### src/verilog/ums_defines.svh
// offsets, bit positions, reset values and counts for the modem/status/interrupt registers
`ifndef UMS_DEFINES_SVH
`define UMS_DEFINES_SVH

`define UMS_A_RX_TX      3'h0
`define UMS_A_INT_EN     3'h1
`define UMS_A_INT_ID     3'h2
`define UMS_A_MODEM_CTL  3'h4
`define UMS_A_LINE_STAT  3'h5
`define UMS_A_MODEM_STAT 3'h6

`define UMS_MC_DTR       0
`define UMS_MC_RTS       1
`define UMS_MC_FRDY      2
`define UMS_MC_IRQ_EN    3
`define UMS_MC_LOOP      4
`define UMS_MC_XON_ANY   5
`define UMS_MC_TLR_EN    6
`define UMS_MC_DIV4      7

`define UMS_IE_RX_DATA   0
`define UMS_IE_TX_EMPTY  1
`define UMS_IE_LINE      2
`define UMS_IE_MODEM     3
`define UMS_IE_XOFF      5
`define UMS_IE_RTS       6
`define UMS_IE_CTS       7

`define UMS_MC_RESET     8'h00
`define UMS_IE_RESET     8'h00
`define UMS_RD_RESET     8'h00
`define UMS_FIFO_DEPTH   64

`endif

### src/verilog/ums_pkg.sv
// types shared by the modem/status/interrupt register block
package ums_pkg;

  // modem input levels, active high, ordered as the status delta bits
  typedef struct packed {
    logic cd;
    logic ri;
    logic dsr;
    logic cts;
  } ums_modem_s;

  // error bits of the character at the head of the receive fifo
  typedef struct packed {
    logic brk;
    logic frm;
    logic par;
  } ums_head_err_s;

  // raw interrupt sources from the datapath
  typedef struct packed {
    logic rx_timeout;
    logic rx_data;
    logic xoff_seen;
    logic cts_rise;
    logic rts_rise;
  } ums_int_src_s;

  // identification codes, bits 5:0 of the identification register
  typedef enum logic [5:0] {
    UMS_IID_NONE  = 6'b00_0001,
    UMS_IID_LINE  = 6'b00_0110,
    UMS_IID_RXTO  = 6'b00_1100,
    UMS_IID_RXDAT = 6'b00_0100,
    UMS_IID_TXE   = 6'b00_0010,
    UMS_IID_MODEM = 6'b00_0000,
    UMS_IID_XOFF  = 6'b01_0000,
    UMS_IID_FLOW  = 6'b10_0000
  } ums_iid_e;

endpackage : ums_pkg

### src/verilog/ums_modem_detect.sv
// change detector for the four modem status inputs, ri flagged on its rising edge only
`timescale 1ns/1ps
module ums_modem_detect
  import ums_pkg::*;
(
  input wire logic mclk,
  input wire logic rst_b,
  input wire logic ce,
  input ums_pkg::ums_modem_s lvl,
  input wire logic rd_clr,
  output logic [3:0] delta
);
  logic [3:0] cur;
  logic [3:0] prev_r;
  logic prev_vld_r;
  logic [3:0] hit;

  assign cur = lvl;

  // first sample after reset only primes the history
  always_ff @(posedge mclk or negedge rst_b) begin
    if (!rst_b) begin
      prev_r <= 4'h0;
      prev_vld_r <= 1'b0;
    end else if (ce) begin
      prev_r <= cur;
      prev_vld_r <= 1'b1;
    end
  end

  genvar i;
  for (i = 0; i < 4; i++) begin : g_bit
    if (i == 2) begin : g_rise
      assign hit[i] = prev_vld_r & cur[i] & ~prev_r[i];
    end else begin : g_any
      assign hit[i] = prev_vld_r & (cur[i] ^ prev_r[i]);
    end
    always_ff @(posedge mclk or negedge rst_b) begin
      if (!rst_b) begin
        delta[i] <= 1'b0;
      end else if (ce) begin
        if (hit[i]) begin
          delta[i] <= 1'b1;
        end else if (rd_clr) begin
          delta[i] <= 1'b0;
        end
      end
    end
  end

  chk_set_beats_clear: assert property (@(posedge mclk) disable iff (!rst_b)
    ce && rd_clr && (|hit) |=> (delta & $past(hit)) == $past(hit))
    else $error("modem change lost to read clear");

endmodule : ums_modem_detect

### src/verilog/ums_regs.sv
// per-channel modem control, modem/line status and interrupt registers
`timescale 1ns/1ps
`include "ums_defines.svh"
module ums_regs #(
  parameter int FIFO_DEPTH = `UMS_FIFO_DEPTH
) (
  input wire logic mclk,
  input wire logic rst_b,
  input wire logic ce,
  input wire logic [2:0] addr,
  input wire logic std_bank,
  input wire logic rd_stb,
  input wire logic wr_stb,
  input wire logic [7:0] wdata,
  output logic [7:0] rdata,
  output logic rx_pop,
  output logic tx_push,
  input wire logic enh_en,
  input wire logic fifo_en,
  input wire logic auto_rts_en,
  input wire logic flow_rts_b,
  input wire logic rx_not_empty,
  input wire logic rx_overrun,
  input ums_pkg::ums_head_err_s rx_head_err,
  input wire logic rx_push,
  input wire logic rx_push_err,
  input wire logic rx_fifo_clear,
  input wire logic thr_empty,
  input wire logic tx_all_empty,
  input ums_pkg::ums_int_src_s int_src,
  input wire logic clock_prescale_select_pin,
  input wire logic cts_b,
  input wire logic dsr_b,
  input wire logic ri_b,
  input wire logic cd_b,
  output logic dtr_b,
  output logic rts_b,
  input wire logic tx_serial,
  input wire logic rx_pin,
  output logic tx_pin,
  output logic rx_serial,
  output logic irq,
  output logic irq_oe,
  output logic fifo_ready_en,
  output logic xon_any_en,
  output logic thresh_access_en,
  output logic prescale_div4,
  output logic loopback
);
  import ums_pkg::*;

  localparam int CNT_W = $clog2(FIFO_DEPTH + 1);

  if (FIFO_DEPTH < 1 || FIFO_DEPTH > 256) begin : g_bad_depth
    $error("FIFO_DEPTH out of range");
  end

  function automatic logic hit(input logic [2:0] a, input logic [2:0] code, input logic bank);
    hit = bank && (a == code);
  endfunction : hit

  logic [7:0] mcr_r;
  logic [7:0] ier_r;
  logic rst_seen_r;
  logic [CNT_W-1:0] err_cnt_r;
  logic empty_rd_r;
  logic thr_empty_q_r;
  logic txe_pend_r;
  logic xoff_pend_r;
  logic flow_pend_r;
  logic [3:0] delta;
  ums_modem_s msr_lvl;
  ums_iid_e iid;
  logic lsr_err_sum;
  logic [7:0] lsr_val;
  logic [6:0] pend;

  logic rd_rx;
  logic rd_iid;
  logic rd_msr;
  logic wr_tx;
  logic wr_ier;
  logic wr_mcr;

  assign rd_rx = ce && rd_stb && hit(addr, `UMS_A_RX_TX, std_bank);
  assign rd_iid = ce && rd_stb && hit(addr, `UMS_A_INT_ID, std_bank);
  assign rd_msr = ce && rd_stb && hit(addr, `UMS_A_MODEM_STAT, std_bank);
  assign wr_tx = ce && wr_stb && hit(addr, `UMS_A_RX_TX, std_bank);
  assign wr_ier = ce && wr_stb && hit(addr, `UMS_A_INT_EN, std_bank);
  assign wr_mcr = ce && wr_stb && hit(addr, `UMS_A_MODEM_CTL, std_bank);

  // ---- modem control ----
  // divide select from pin after reset
  always_ff @(posedge mclk or negedge rst_b) begin
    if (!rst_b) begin
      mcr_r <= `UMS_MC_RESET;
      rst_seen_r <= 1'b0;
    end else if (ce) begin
      rst_seen_r <= 1'b1;
      if (!rst_seen_r) begin
        mcr_r[`UMS_MC_DIV4] <= ~clock_prescale_select_pin;
      end else if (wr_mcr) begin
        mcr_r[4:0] <= wdata[4:0];
        if (enh_en) begin
          mcr_r[7:5] <= wdata[7:5];
        end
      end
    end
  end

  assign xon_any_en = mcr_r[`UMS_MC_XON_ANY];
  assign thresh_access_en = mcr_r[`UMS_MC_TLR_EN];
  assign prescale_div4 = mcr_r[`UMS_MC_DIV4];
  assign loopback = mcr_r[`UMS_MC_LOOP];

  // DTR pin, parked inactive in loopback
  always_ff @(posedge mclk or negedge rst_b) begin
    if (!rst_b) begin
      dtr_b <= 1'b1;
    end else if (ce) begin
      dtr_b <= mcr_r[`UMS_MC_LOOP] | ~mcr_r[`UMS_MC_DTR];
    end
  end

  // RTS pin, parked inactive in loopback, else hardware flow owns it when enabled
  always_ff @(posedge mclk or negedge rst_b) begin
    if (!rst_b) begin
      rts_b <= 1'b1;
    end else if (ce) begin
      if (mcr_r[`UMS_MC_LOOP]) begin
        rts_b <= 1'b1;
      end else if (auto_rts_en) begin
        rts_b <= flow_rts_b;
      end else begin
        rts_b <= ~mcr_r[`UMS_MC_RTS];
      end
    end
  end

  // serial loopback, line held idle meanwhile
  always_ff @(posedge mclk or negedge rst_b) begin
    if (!rst_b) begin
      tx_pin <= 1'b1;
      rx_serial <= 1'b1;
    end else if (ce) begin
      tx_pin <= mcr_r[`UMS_MC_LOOP] | tx_serial;
      rx_serial <= mcr_r[`UMS_MC_LOOP] ? tx_serial : rx_pin;
    end
  end

  // fifo ready register gate, blocked by loopback
  always_ff @(posedge mclk or negedge rst_b) begin
    if (!rst_b) begin
      fifo_ready_en <= 1'b0;
      irq_oe <= 1'b0;
    end else if (ce) begin
      fifo_ready_en <= mcr_r[`UMS_MC_FRDY] & ~mcr_r[`UMS_MC_LOOP];
      irq_oe <= mcr_r[`UMS_MC_IRQ_EN];
    end
  end

  // ---- modem status ----
  // loopback or inverted pins
  always_comb begin
    if (mcr_r[`UMS_MC_LOOP]) begin
      msr_lvl.cts = mcr_r[`UMS_MC_RTS];
      msr_lvl.dsr = mcr_r[`UMS_MC_DTR];
      msr_lvl.ri = mcr_r[`UMS_MC_FRDY];
      msr_lvl.cd = mcr_r[`UMS_MC_IRQ_EN];
    end else begin
      msr_lvl.cts = ~cts_b;
      msr_lvl.dsr = ~dsr_b;
      msr_lvl.ri = ~ri_b;
      msr_lvl.cd = ~cd_b;
    end
  end

  // change flags cleared by status read
  ums_modem_detect ums_modem_detect_inst (
    .mclk(mclk),
    .rst_b(rst_b),
    .ce(ce),
    .lvl(msr_lvl),
    .rd_clr(rd_msr),
    .delta(delta)
  );

  // ---- line status ----
  // count of erroneous characters held
  always_ff @(posedge mclk or negedge rst_b) begin
    if (!rst_b) begin
      err_cnt_r <= '0;
    end else if (ce) begin
      if (rx_fifo_clear) begin
        err_cnt_r <= '0;
      end else begin
        unique case ({rx_push && rx_push_err, rd_rx && rx_not_empty && (|rx_head_err)})
          2'b10: err_cnt_r <= err_cnt_r + CNT_W'(1);
          2'b01: err_cnt_r <= err_cnt_r - CNT_W'(1);
          2'b00, 2'b11: err_cnt_r <= err_cnt_r;
        endcase
      end
    end
  end

  // empty read poisons summary until fifo clear
  always_ff @(posedge mclk or negedge rst_b) begin
    if (!rst_b) begin
      empty_rd_r <= 1'b0;
    end else if (ce) begin
      if (rd_rx && !rx_not_empty) begin
        empty_rd_r <= 1'b1;
      end else if (rx_fifo_clear) begin
        empty_rd_r <= 1'b0;
      end
    end
  end

  assign lsr_err_sum = (err_cnt_r != '0) | empty_rd_r;
  // head error bits not stored here
  assign lsr_val = {lsr_err_sum, tx_all_empty, thr_empty, rx_head_err.brk,
                    rx_head_err.frm, rx_head_err.par, rx_overrun, rx_not_empty};

  always_ff @(posedge mclk or negedge rst_b) begin
    if (!rst_b) begin
      rx_pop <= 1'b0;
      tx_push <= 1'b0;
    end else if (ce) begin
      rx_pop <= rd_rx & rx_not_empty;
      tx_push <= wr_tx;
    end
  end

  // ---- interrupt enable ----
  always_ff @(posedge mclk or negedge rst_b) begin
    if (!rst_b) begin
      ier_r <= `UMS_IE_RESET;
    end else if (wr_ier) begin
      ier_r[3:0] <= wdata[3:0];
      if (enh_en) begin
        ier_r[7:4] <= wdata[7:4];
      end
    end
  end

  // transmit empty pending only from a fresh empty edge
  always_ff @(posedge mclk or negedge rst_b) begin
    if (!rst_b) begin
      thr_empty_q_r <= 1'b1;
      txe_pend_r <= 1'b0;
    end else if (ce) begin
      thr_empty_q_r <= thr_empty;
      if (thr_empty && !thr_empty_q_r) begin
        txe_pend_r <= 1'b1;
      end else if (wr_tx || (rd_iid && iid == UMS_IID_TXE)) begin
        txe_pend_r <= 1'b0;
      end else if (wr_ier && !ier_r[`UMS_IE_TX_EMPTY] && wdata[`UMS_IE_TX_EMPTY]) begin
        txe_pend_r <= 1'b0;
      end
    end
  end

  // flow event flags, set beats identification read
  always_ff @(posedge mclk or negedge rst_b) begin
    if (!rst_b) begin
      xoff_pend_r <= 1'b0;
      flow_pend_r <= 1'b0;
    end else if (ce) begin
      if (int_src.xoff_seen) begin
        xoff_pend_r <= 1'b1;
      end else if (rd_iid && iid == UMS_IID_XOFF) begin
        xoff_pend_r <= 1'b0;
      end
      if ((int_src.cts_rise && ier_r[`UMS_IE_CTS]) || (int_src.rts_rise && ier_r[`UMS_IE_RTS])) begin
        flow_pend_r <= 1'b1;
      end else if (rd_iid && iid == UMS_IID_FLOW) begin
        flow_pend_r <= 1'b0;
      end
    end
  end

  // ---- priority ----
  assign pend[0] = ier_r[`UMS_IE_LINE] & (rx_overrun | (rx_not_empty & (|rx_head_err)));
  assign pend[1] = ier_r[`UMS_IE_RX_DATA] & int_src.rx_timeout;
  assign pend[2] = ier_r[`UMS_IE_RX_DATA] & int_src.rx_data;
  assign pend[3] = ier_r[`UMS_IE_TX_EMPTY] & txe_pend_r;
  assign pend[4] = ier_r[`UMS_IE_MODEM] & (|delta);
  assign pend[5] = ier_r[`UMS_IE_XOFF] & xoff_pend_r;
  assign pend[6] = flow_pend_r;

  always_comb begin
    if (pend[0]) begin
      iid = UMS_IID_LINE;
    end else if (pend[1]) begin
      iid = UMS_IID_RXTO;
    end else if (pend[2]) begin
      iid = UMS_IID_RXDAT;
    end else if (pend[3]) begin
      iid = UMS_IID_TXE;
    end else if (pend[4]) begin
      iid = UMS_IID_MODEM;
    end else if (pend[5]) begin
      iid = UMS_IID_XOFF;
    end else if (pend[6]) begin
      iid = UMS_IID_FLOW;
    end else begin
      iid = UMS_IID_NONE;
    end
  end

  always_ff @(posedge mclk or negedge rst_b) begin
    if (!rst_b) begin
      irq <= 1'b0;
    end else if (ce) begin
      irq <= |pend;
    end
  end

  // ---- read data ----
  // hold last read so slow hosts can sample late
  always_ff @(posedge mclk or negedge rst_b) begin
    if (!rst_b) begin
      rdata <= `UMS_RD_RESET;
    end else if (ce && rd_stb) begin
      if (!std_bank) begin
        rdata <= 8'h00;
      end else begin
        unique case (addr)
          `UMS_A_INT_EN: rdata <= ier_r;
          `UMS_A_INT_ID: rdata <= {fifo_en, fifo_en, iid};
          `UMS_A_MODEM_CTL: rdata <= mcr_r;
          `UMS_A_LINE_STAT: rdata <= lsr_val;
          `UMS_A_MODEM_STAT: rdata <= {msr_lvl, delta};
          default: rdata <= 8'h00;
        endcase
      end
    end
  end

  // ---- checks ----
  chk_head_err_direct: assert property (@(posedge mclk) disable iff (!rst_b)
    ce && rd_stb && hit(addr, `UMS_A_LINE_STAT, std_bank) |=> rdata[4:2] == $past(rx_head_err))
    else $error("line status head bits wrong");
  chk_lsr_no_pop: assert property (@(posedge mclk) disable iff (!rst_b)
    ce && rd_stb && !hit(addr, `UMS_A_RX_TX, std_bank) |=> !rx_pop)
    else $error("fifo popped by non holding read");
  chk_empty_sticky: assert property (@(posedge mclk) disable iff (!rst_b)
    empty_rd_r && !rx_fifo_clear |=> lsr_err_sum)
    else $error("empty read error lost");
  chk_dtr_drive: assert property (@(posedge mclk) disable iff (!rst_b)
    ce && !mcr_r[`UMS_MC_LOOP] ##1 1'b1 |-> dtr_b == !$past(mcr_r[`UMS_MC_DTR]))
    else $error("dtr pin not following control");
  chk_loop_status: assert property (@(posedge mclk) disable iff (!rst_b)
    mcr_r[`UMS_MC_LOOP] |-> msr_lvl == {mcr_r[3], mcr_r[2], mcr_r[0], mcr_r[1]})
    else $error("loopback status mismatch");
  chk_enh_protect: assert property (@(posedge mclk) disable iff (!rst_b)
    wr_mcr && !enh_en && rst_seen_r |=> mcr_r[7:5] == $past(mcr_r[7:5]))
    else $error("protected control bits written");
  chk_ier_protect: assert property (@(posedge mclk) disable iff (!rst_b)
    wr_ier && !enh_en |=> ier_r[7:4] == $past(ier_r[7:4]))
    else $error("protected enable bits written");
  chk_irq_follow: assert property (@(posedge mclk) disable iff (!rst_b)
    ce && (iid != UMS_IID_NONE) |=> irq)
    else $error("interrupt not raised");
  chk_line_first: assert property (@(posedge mclk) disable iff (!rst_b)
    pend[0] |-> iid == UMS_IID_LINE)
    else $error("line status not top priority");
  chk_txe_rearm: assert property (@(posedge mclk) disable iff (!rst_b)
    wr_ier && !ier_r[1] && wdata[1] && !(thr_empty && !thr_empty_q_r) |=> !txe_pend_r)
    else $error("transmit empty raised on re-enable");

  cov_loopback: cover property (@(posedge mclk) disable iff (!rst_b)
    mcr_r[`UMS_MC_LOOP] && wr_mcr && wdata[`UMS_MC_RTS]);
  cov_modem_irq: cover property (@(posedge mclk) disable iff (!rst_b)
    iid == UMS_IID_MODEM ##1 rd_msr);
  cov_err_drain: cover property (@(posedge mclk) disable iff (!rst_b)
    err_cnt_r == CNT_W'(1) ##1 err_cnt_r == '0);

endmodule : ums_regs

### config.mk
export PLATFORM = sky130hd
export DESIGN_NAME = ums_regs
export DESIGN_NICKNAME = d
export VERILOG_FILES = /design/src/verilog/ums_pkg.sv /design/src/verilog/ums_modem_detect.sv /design/src/verilog/ums_regs.sv
export VERILOG_INCLUDE_DIRS = /design/src /design/src/verilog
export SDC_FILE = /design/constraint.sdc
export NUM_CORES = 1
export LEC_CHECK = 0
export BUFFER_PORTS_ARGS = -buffer_cell sky130_fd_sc_hd__buf_2
export CAP_MARGIN = 20
export CORE_ASPECT_RATIO = 0.8
export CORE_MARGIN = 3
export CORE_UTILIZATION = 59
export DETAILED_ROUTE_END_ITERATION = 10
export PLACE_DENSITY = 0.85
export SLEW_MARGIN = 40
export SYNTH_ARGS = -nofsm -noshare
export SYNTH_HDL_FRONTEND = slang
export SYNTH_SLANG_ARGS = --single-unit
### constraint.sdc
create_clock -name mclk -period 3.37 [get_ports mclk]
set_clock_uncertainty 0.15 [all_clocks]
set_input_delay 0.1685 -clock mclk [delete_from_list [all_inputs] [get_ports mclk]]
set_output_delay 0.1685 -clock mclk [all_outputs]
set_load 0.03 [all_outputs]
==> impl_results.md, run 1 <==
- Outcome: finished, violations left
- Worst-Skew Late Latency: 310 ps
- Resized cells post-CTS: 0
- Commonest non-fill, non-tap cell in the layout: buf_2
- Layout filler cell count: 381
- Max cap viols: 0
- Max clock buf depth: 2
- Via count: 2904
- Starting density of the core: 0.622
- Routed length per placed instance: 18.0 um
- Synthesized flop and latch total: 54
- PwrDens: 467 mW/mm^2
- Area Overhead vs Synth: 18.0%
- First-pass GRT wire length: 13500 um
- Post-DP HPWL: 5920 um
- Max-slew violation count: 0
- Die Height: 71.5 um
- Vias in the first global route: 2716
- Worst EP required: 3430 ps
- CTS clk-pin slew, worst paths: 100 ps
- Syn nets: 377
- Worst Hold End: rts_b$_DFFE_PN1P_
- Sequential-to-total area share from yosys stat: 0.429
- Endpoint arrival time on the critical path: 2790 ps
- Die width: 87.9 um
- CTS Buf Count: 5
- # setup viols final: 0
- Top-Level Pins: 64
- Worst r2r dst: err_cnt_r[6]$_DFFE_PN0P_
- Number of synthesized flops with an enable pin: 0
- IO Port Bufs: 63
- Slew margin rel.: 0.572
- Antenna viol nets, final: 0
- Reg2reg start: err_cnt_r[1]$_DFFE_PN0P_
- Placed cell area: 0.00350 mm^2
- Most frequent cells in the layout: buf_2 (62), dfrtp_1 (49), nand2_1 (40)
- Number of diodes: 0
- GRT Total Usage: 0.274
- Critical Path End Type: flop
- DRC: 0
- Post-Place Setup Slack: 362 ps
- Final GP Congestion: 0.948
- Synthesis Warnings: 0
- Fin crit share: 0.812
- CP max-delay cell: nor3_1
- Share of cells above drive strength 1: 0.279
- Row count: 23
- Worst-path fanout max: 14
- Tmin final: 2740 ps
- Via-to-Cell Ratio: 6.31
- Max Fclk: 0.365 GHz
- CP startpoint kind: input port
- Avg Cell Area, Syn: 9.60 um^2
- Tightest Pin Transition: 642 ps
- 1st-iter DRT viols: 274
- Final hold violations: 1
- Dominant cell type by area after synthesis: dfrtp_1
- Max VDD drop: 0.339 mV
- RSZ-0062 raised after global routing: no
- CTS H-tree lvls: 2
- Clock Tree Root: clkbuf_8
- Ys async rst share: 1.00
- Antenna violations before repair: 0
- Setup TNS: 0 ps
- Crit Path Category: in2reg
- CTS tree: built
- Min-delay src: flow_rts_b
- Reg-to-reg setup timing slack: 1130 ps
- Total gr overflow: 0
- DR pass1 iterations: 5
- Clock Sinks: 54
- Hold depth: 3
- Top cell type's share of synthesized area: 0.387
- Syn Std Cell Area: 0.00317 mm^2
- Largest net degree at the start of global routing: 52
- Synthesized instance count: 330
- Failing checks: negative hold slack
- FF-to-FF path depth: 7
- Worst setup margin: 634 ps
- Leak: 1.74 nW
- Nets@finish: 444
- CP peak stage delay: 550 ps
- HP Class: in2reg
- Cell area after layout: 0.00374 mm^2
- Top cells by area, synth: dfrtp_1 (39%), mux2_2 (5.0%), nand2_1 (4.7%), dfstp_2 (4.1%), o21ai_0 (3.6%)
- Routed wire length: 8280 um
- Main synth FF type: dfrtp_1
- Final hold slack: -1.66 ps
- Core area: 0.00509 mm^2
- Die ar.: 0.00629 mm^2
- Critical-path cell list: buf_2 > nor3_1 > nand2_1 > nor2_1 > ha_1 > buf_4 > ha_1 > nand2_1 > o311a_1 > o311ai_1 > mux2i_1 > o2bb2ai_1
- Core Util, Final: 0.734
- Distinct cells, synth: 60
-- timing repair --
action                                 CTS  global route
hold buffers                            12             0
endpoints found under the hold margin   66             0
buffers inserted                         0             0
-- worst max-delay path: cells and delay by family --
family	cells	cell delay, ps
buffers and inverters	2	380
adders and majority gates	2	450
and+or+nand+nor	4	940
AOI/OAI and AO/OA	3	650
muxes	1	220
-- cells in the mapped netlist (4+ instances only) --
library cell and instances:
nand3_1 4, nor2b_1 7, a21oi_1 15, o22ai_1 5, nand4_1 4, o2bb2ai_1 5
clkbuf_1 9, and3_1 4, o21ai_0 23, ha_1 4, mux2_2 14, nor2_1 22
buf_2 8, a41oi_1 4, xor2_1 4, nand2_1 40, nand2b_1 9, o31ai_1 4
dfrtp_1 49, mux2i_1 11, a22oi_1 7, dfstp_2 5, nor3_1 4, nor4_1 4
inv_1 10, mux2_4 4, a22o_1 4
-- metrics by stage --
| step | total power, W | cells |
|---|---|---|
| final | 0.00175 | 460 |
| after global routing | 0.00183 | 460 |
| after detailed placement | 0.00127 | 440 |
| after CTS | 0.00174 | 460 |
| after floorplan | 0.00112 | 330 |
| after global placement | 0.00125 | 440 |
-- worst max path at each step --
stage,start,endpoint,slack (ps),cells past startpoint
after floorplan,addr[0],err_cnt_r[6]$_DFFE_PN0P_,480,13
after global routing,addr[0],err_cnt_r[6]$_DFFE_PN0P_,440,12
after detailed placement,addr[0],err_cnt_r[6]$_DFFE_PN0P_,360,12
final,addr[0],err_cnt_r[6]$_DFFE_PN0P_,630,12
after global placement,addr[0],err_cnt_r[6]$_DFFE_PN0P_,510,12
after CTS,addr[0],err_cnt_r[6]$_DFFE_PN0P_,670,12
-- area by class of cell --
| cell class | count | area, um^2 | share of cell area |
|---|---|---|---|
| Clock inverter | 2 | 38.8 | 0.0104 |
| Timing Repair Buffer | 80 | 475 | 0.127 |
| Multi-Input combinational cell | 245 | 1660 | 0.444 |
| Tap cell | 62 | 77.6 | 0.0207 |
| Clock buffer | 6 | 82.6 | 0.0221 |
| Sequential cell | 54 | 1360 | 0.363 |
| Inverter | 11 | 46.3 | 0.0124 |
-- flip-flops by register name (all words and copies together) (netlist names), 4 cells and up --
register,count
err_cnt_r,7
ier_r,8
mcr_r,8
rdata,8
ums_modem_detect_inst.delta,4
ums_modem_detect_inst.prev_r,4
-- logic make-up after synthesis --
family                   synth area share
multiplexers                        0.103
buffers and inverters              0.0474
flip-flops                          0.429
XOR/XNOR                           0.0194
adder cells (fa/ha/maj)            0.0158
AO/OA/AOI/OAI                       0.191
AND/OR/NAND/NOR                     0.195
-- report_power, final --
part           internal [W]  total, W  switching (W)
registers          0.000738  0.000845       0.000107
clock network      0.000245  0.000469       0.000224
logic              0.000187  0.000433       0.000246
total               0.00117   0.00175       0.000578
-- metal layers --
layer	global-route usage	vias up	part of all wire
li1	-	1340	-
met1	0.397	1407	0.44
met2	0.414	137	0.46
met3	0.0575	20	0.076
met4	0.0886	0	0.022
met5	0	-	0
No activity file was read; power rests on OpenSTA's default activity.
==> run 2, diff against run 1 <==
Settings changed: CORE_UTILIZATION 59 to 55, PLACE_DENSITY 0.85 to 0.8.
Clock period 3.37 ns to 2.8 ns, I/O delays scaled along.
==> run 2 against run 1 <==
  * The flow now finishes without violations
  * Wire length increased by 2.9%
  * Register-to-register slack got worse by 530 ps
  * Global-route usage decreased by 1.4 points
  * Sequential power increased by 20%
  * Core utilization decreased by 3.6 points
  * Flip-flop and latch count unchanged
  * Worst hold slack improved by 43 ps
  * Clock power about the same
  * Largest cell class unchanged
  * Highest routed layer unchanged
==> impl_results.md, run 2 (synthesized netlist as in run 1, its figures left out) <==
- Post-Place Setup Slack: 203 ps (-159 ps)
- Final hold violations: 0 (-1)
- CP top delay family: compound AO/OA/AOI/OAI gates
- Largest registers: ier_r x8, mcr_r x8, rdata x8
- Post-DP HPWL: 6040 um (+1.9%)
- CTS Buf Count: 5 (unchanged)
- Critical-path cell list: dlygate4sd3_1 > buf_2 > o31ai_1 > nor2_1 > ha_2 > xor2_1 > ha_1 > nand2_1 > o311a_1 > o311ai_1 > mux2i_1 > o2bb2ai_1
- Max-slew violation count: 0 (unchanged)
- Max Fclk: 0.382 GHz
- Routed length per placed instance: 17.5 um (-2.8%)
- Area Overhead vs Synth: 21.1%
- Worst-path fanout max: 5 (-9)
- Crit Path Category: in2reg
- Via count: 2927 (+0.79%)
- Core area: 0.00550 mm^2 (+7.9%)
- Critical Path End Type: flop
- Die Height: 73.9 um (+3.3%)
- CTS H-tree lvls: 2 (unchanged)
- Endpoint arrival time on the critical path: 2690 ps (-100 ps)
- Nets@finish: 455 (+2.5%)
- Resized cells post-CTS: 0 (unchanged)
- DRC: 0 (unchanged)
- Outcome: complete, no violations
- Tot Pwr: 0.00202 W (+15%)
- CTS clk-pin slew, worst paths: 100 ps (about the same)
- Reg2reg start: err_cnt_r[1]$_DFFE_PN0P_
- Vias in the first global route: 2675 (-1.5%)
- FF-to-FF path depth: 7 (unchanged)
- Clock Tree Root: clkbuf_8
- First-pass GRT wire length: 13700 um (+1.4%)
- CTS tree: built
- # hold bufs at CTS: 19 (+7)
- Clock Sinks: 54 (unchanged)
- Leak: 1.77 nW (+1.6%)
- IO Port Bufs: 63 (unchanged)
- Starting density of the core: 0.577 (-0.0455)
- Max VDD drop: 0.303 mV (-11%)
- 1st-iter DRT viols: 354 (+29%)
- Die ar.: 0.00671 mm^2 (+6.7%)
- Min-delay src: auto_rts_en
- Number of diodes: 0 (unchanged)
- PwrDens: 526 mW/mm^2 (+12%)
- Largest net degree at the start of global routing: 55 (+5.8%)
- DR pass1 iterations: 5 (unchanged)
- GRT Total Usage: 0.260 (-0.0145)
- Most frequent cells in the layout: buf_2 (63), dfrtp_1 (49), nand2_1 (40)
- Top-Level Pins: 64 (unchanged)
- Hold depth: 3 (unchanged)
- Worst r2r dst: err_cnt_r[6]$_DFFE_PN0P_
- Post-CTS Setup Repair Bufs: 0 (unchanged)
- Max cap viols: 0 (unchanged)
- Routed wire length: 8520 um (+2.9%)
- Max clock buf depth: 2 (unchanged)
- CP startpoint kind: input port
- Worst-Skew Late Latency: 330 ps (+20 ps)
- # setup viols final: 0 (unchanged)
- Worst setup margin: 179 ps (-455 ps)
- Worst EP required: 2870 ps (-560 ps)
- CP max-delay cell: dlygate4sd3_1
- CP peak stage delay: 520 ps (-30 ps)
- Row count: 24 (+4.3%)
- Antenna violations before repair: 0 (unchanged)
- Layout filler cell count: 430 (+13%)
- Setup TNS: 0 ps (unchanged)
- Fin crit share: 0.936
- Via-to-Cell Ratio: 6.01 (-4.8%)
- Total gr overflow: 0 (unchanged)
- Die width: 90.9 um (+3.3%)
- HP Class: in2reg
- Share of cells above drive strength 1: 0.286 (+0.00717)
- CP Buf/Inv Count: 2 (unchanged)
- Antenna viol nets, final: 0 (unchanged)
- Tightest Pin Transition: 694 ps (+51.5 ps)
- RSZ-0062 raised after global routing: no
- Commonest non-fill, non-tap cell in the layout: buf_2
- Tmin final: 2620 ps
- Reg-to-reg setup timing slack: 600 ps (-530 ps)
- Slew margin rel.: 0.537 (-0.0343)
- Final GP Congestion: 0.944 (-0.38%)
- Core Util, Final: 0.698 (-0.0361)
- Worst Hold End: rts_b$_DFFE_PN1P_
## run 2: per-layer routing
layer  up-vias  part of all wire  routed length [um]  GRT usage
met1      1402              0.43                3700      0.351
met5         -                 0                   0          0
met3        17             0.089                 757     0.0645
li1       1361                 -                   -          -
met4         0             0.016                 133     0.0736
met2       147              0.46                3930      0.422
## run 2: final cells by class
cell class,count,area [um^2],share of cell area
clock buffers,5,68.8,0.0179
clock inverters,3,23.8,0.00620
well taps,78,97.6,0.0254
repair buffers,91,573,0.149
inverters,11,46.3,0.0121
flip-flops and latches,54,1360,0.354
multi-input cells,245,1670,0.435
## run 2: worst register-to-register path, stage by stage, from the launching register on
cell and delay [ps]:
dfrtp_1 570, xor2_1 190, ha_1 190, nand2_1 60, o311a_1 290, o311ai_1 310, mux2i_1 230, o2bb2ai_1 90
## run 2: through the flow
step                hold WS (ps)  area, um^2  std cells
floorplan                   -306        3180        330
global placement             158        3550        460
detailed placement           160        3550        460
finish                      41.5        3830        487
CTS                         20.7        3830        487
global route                55.9        3830        487
## run 2: how the worst max path moves through the flow
stage | startpoint | endpoint | slack, ps | depth (start not counted)
after CTS | rx_not_empty | err_cnt_r[6]$_DFFE_PN0P_ | 210 | 12
final | rx_not_empty | err_cnt_r[6]$_DFFE_PN0P_ | 180 | 12
after floorplan | ce | err_cnt_r[6]$_DFFE_PN0P_ | 10 | 14
after global placement | addr[0] | err_cnt_r[6]$_DFFE_PN0P_ | 340 | 12
after detailed placement | addr[1] | err_cnt_r[6]$_DFFE_PN0P_ | 200 | 12
after global routing | rx_not_empty | err_cnt_r[6]$_DFFE_PN0P_ | 50 | 12
## run 2: power breakdown
group / leakage [nW] / internal, W / switching [W] / total (W)
combinational: 1.07 / 0.000234 / 0.000298 / 0.000532
sequential: 0.661 / 0.000888 / 0.000127 / 0.00101
clock: 0.0408 / 0.000180 / 0.000289 / 0.000469
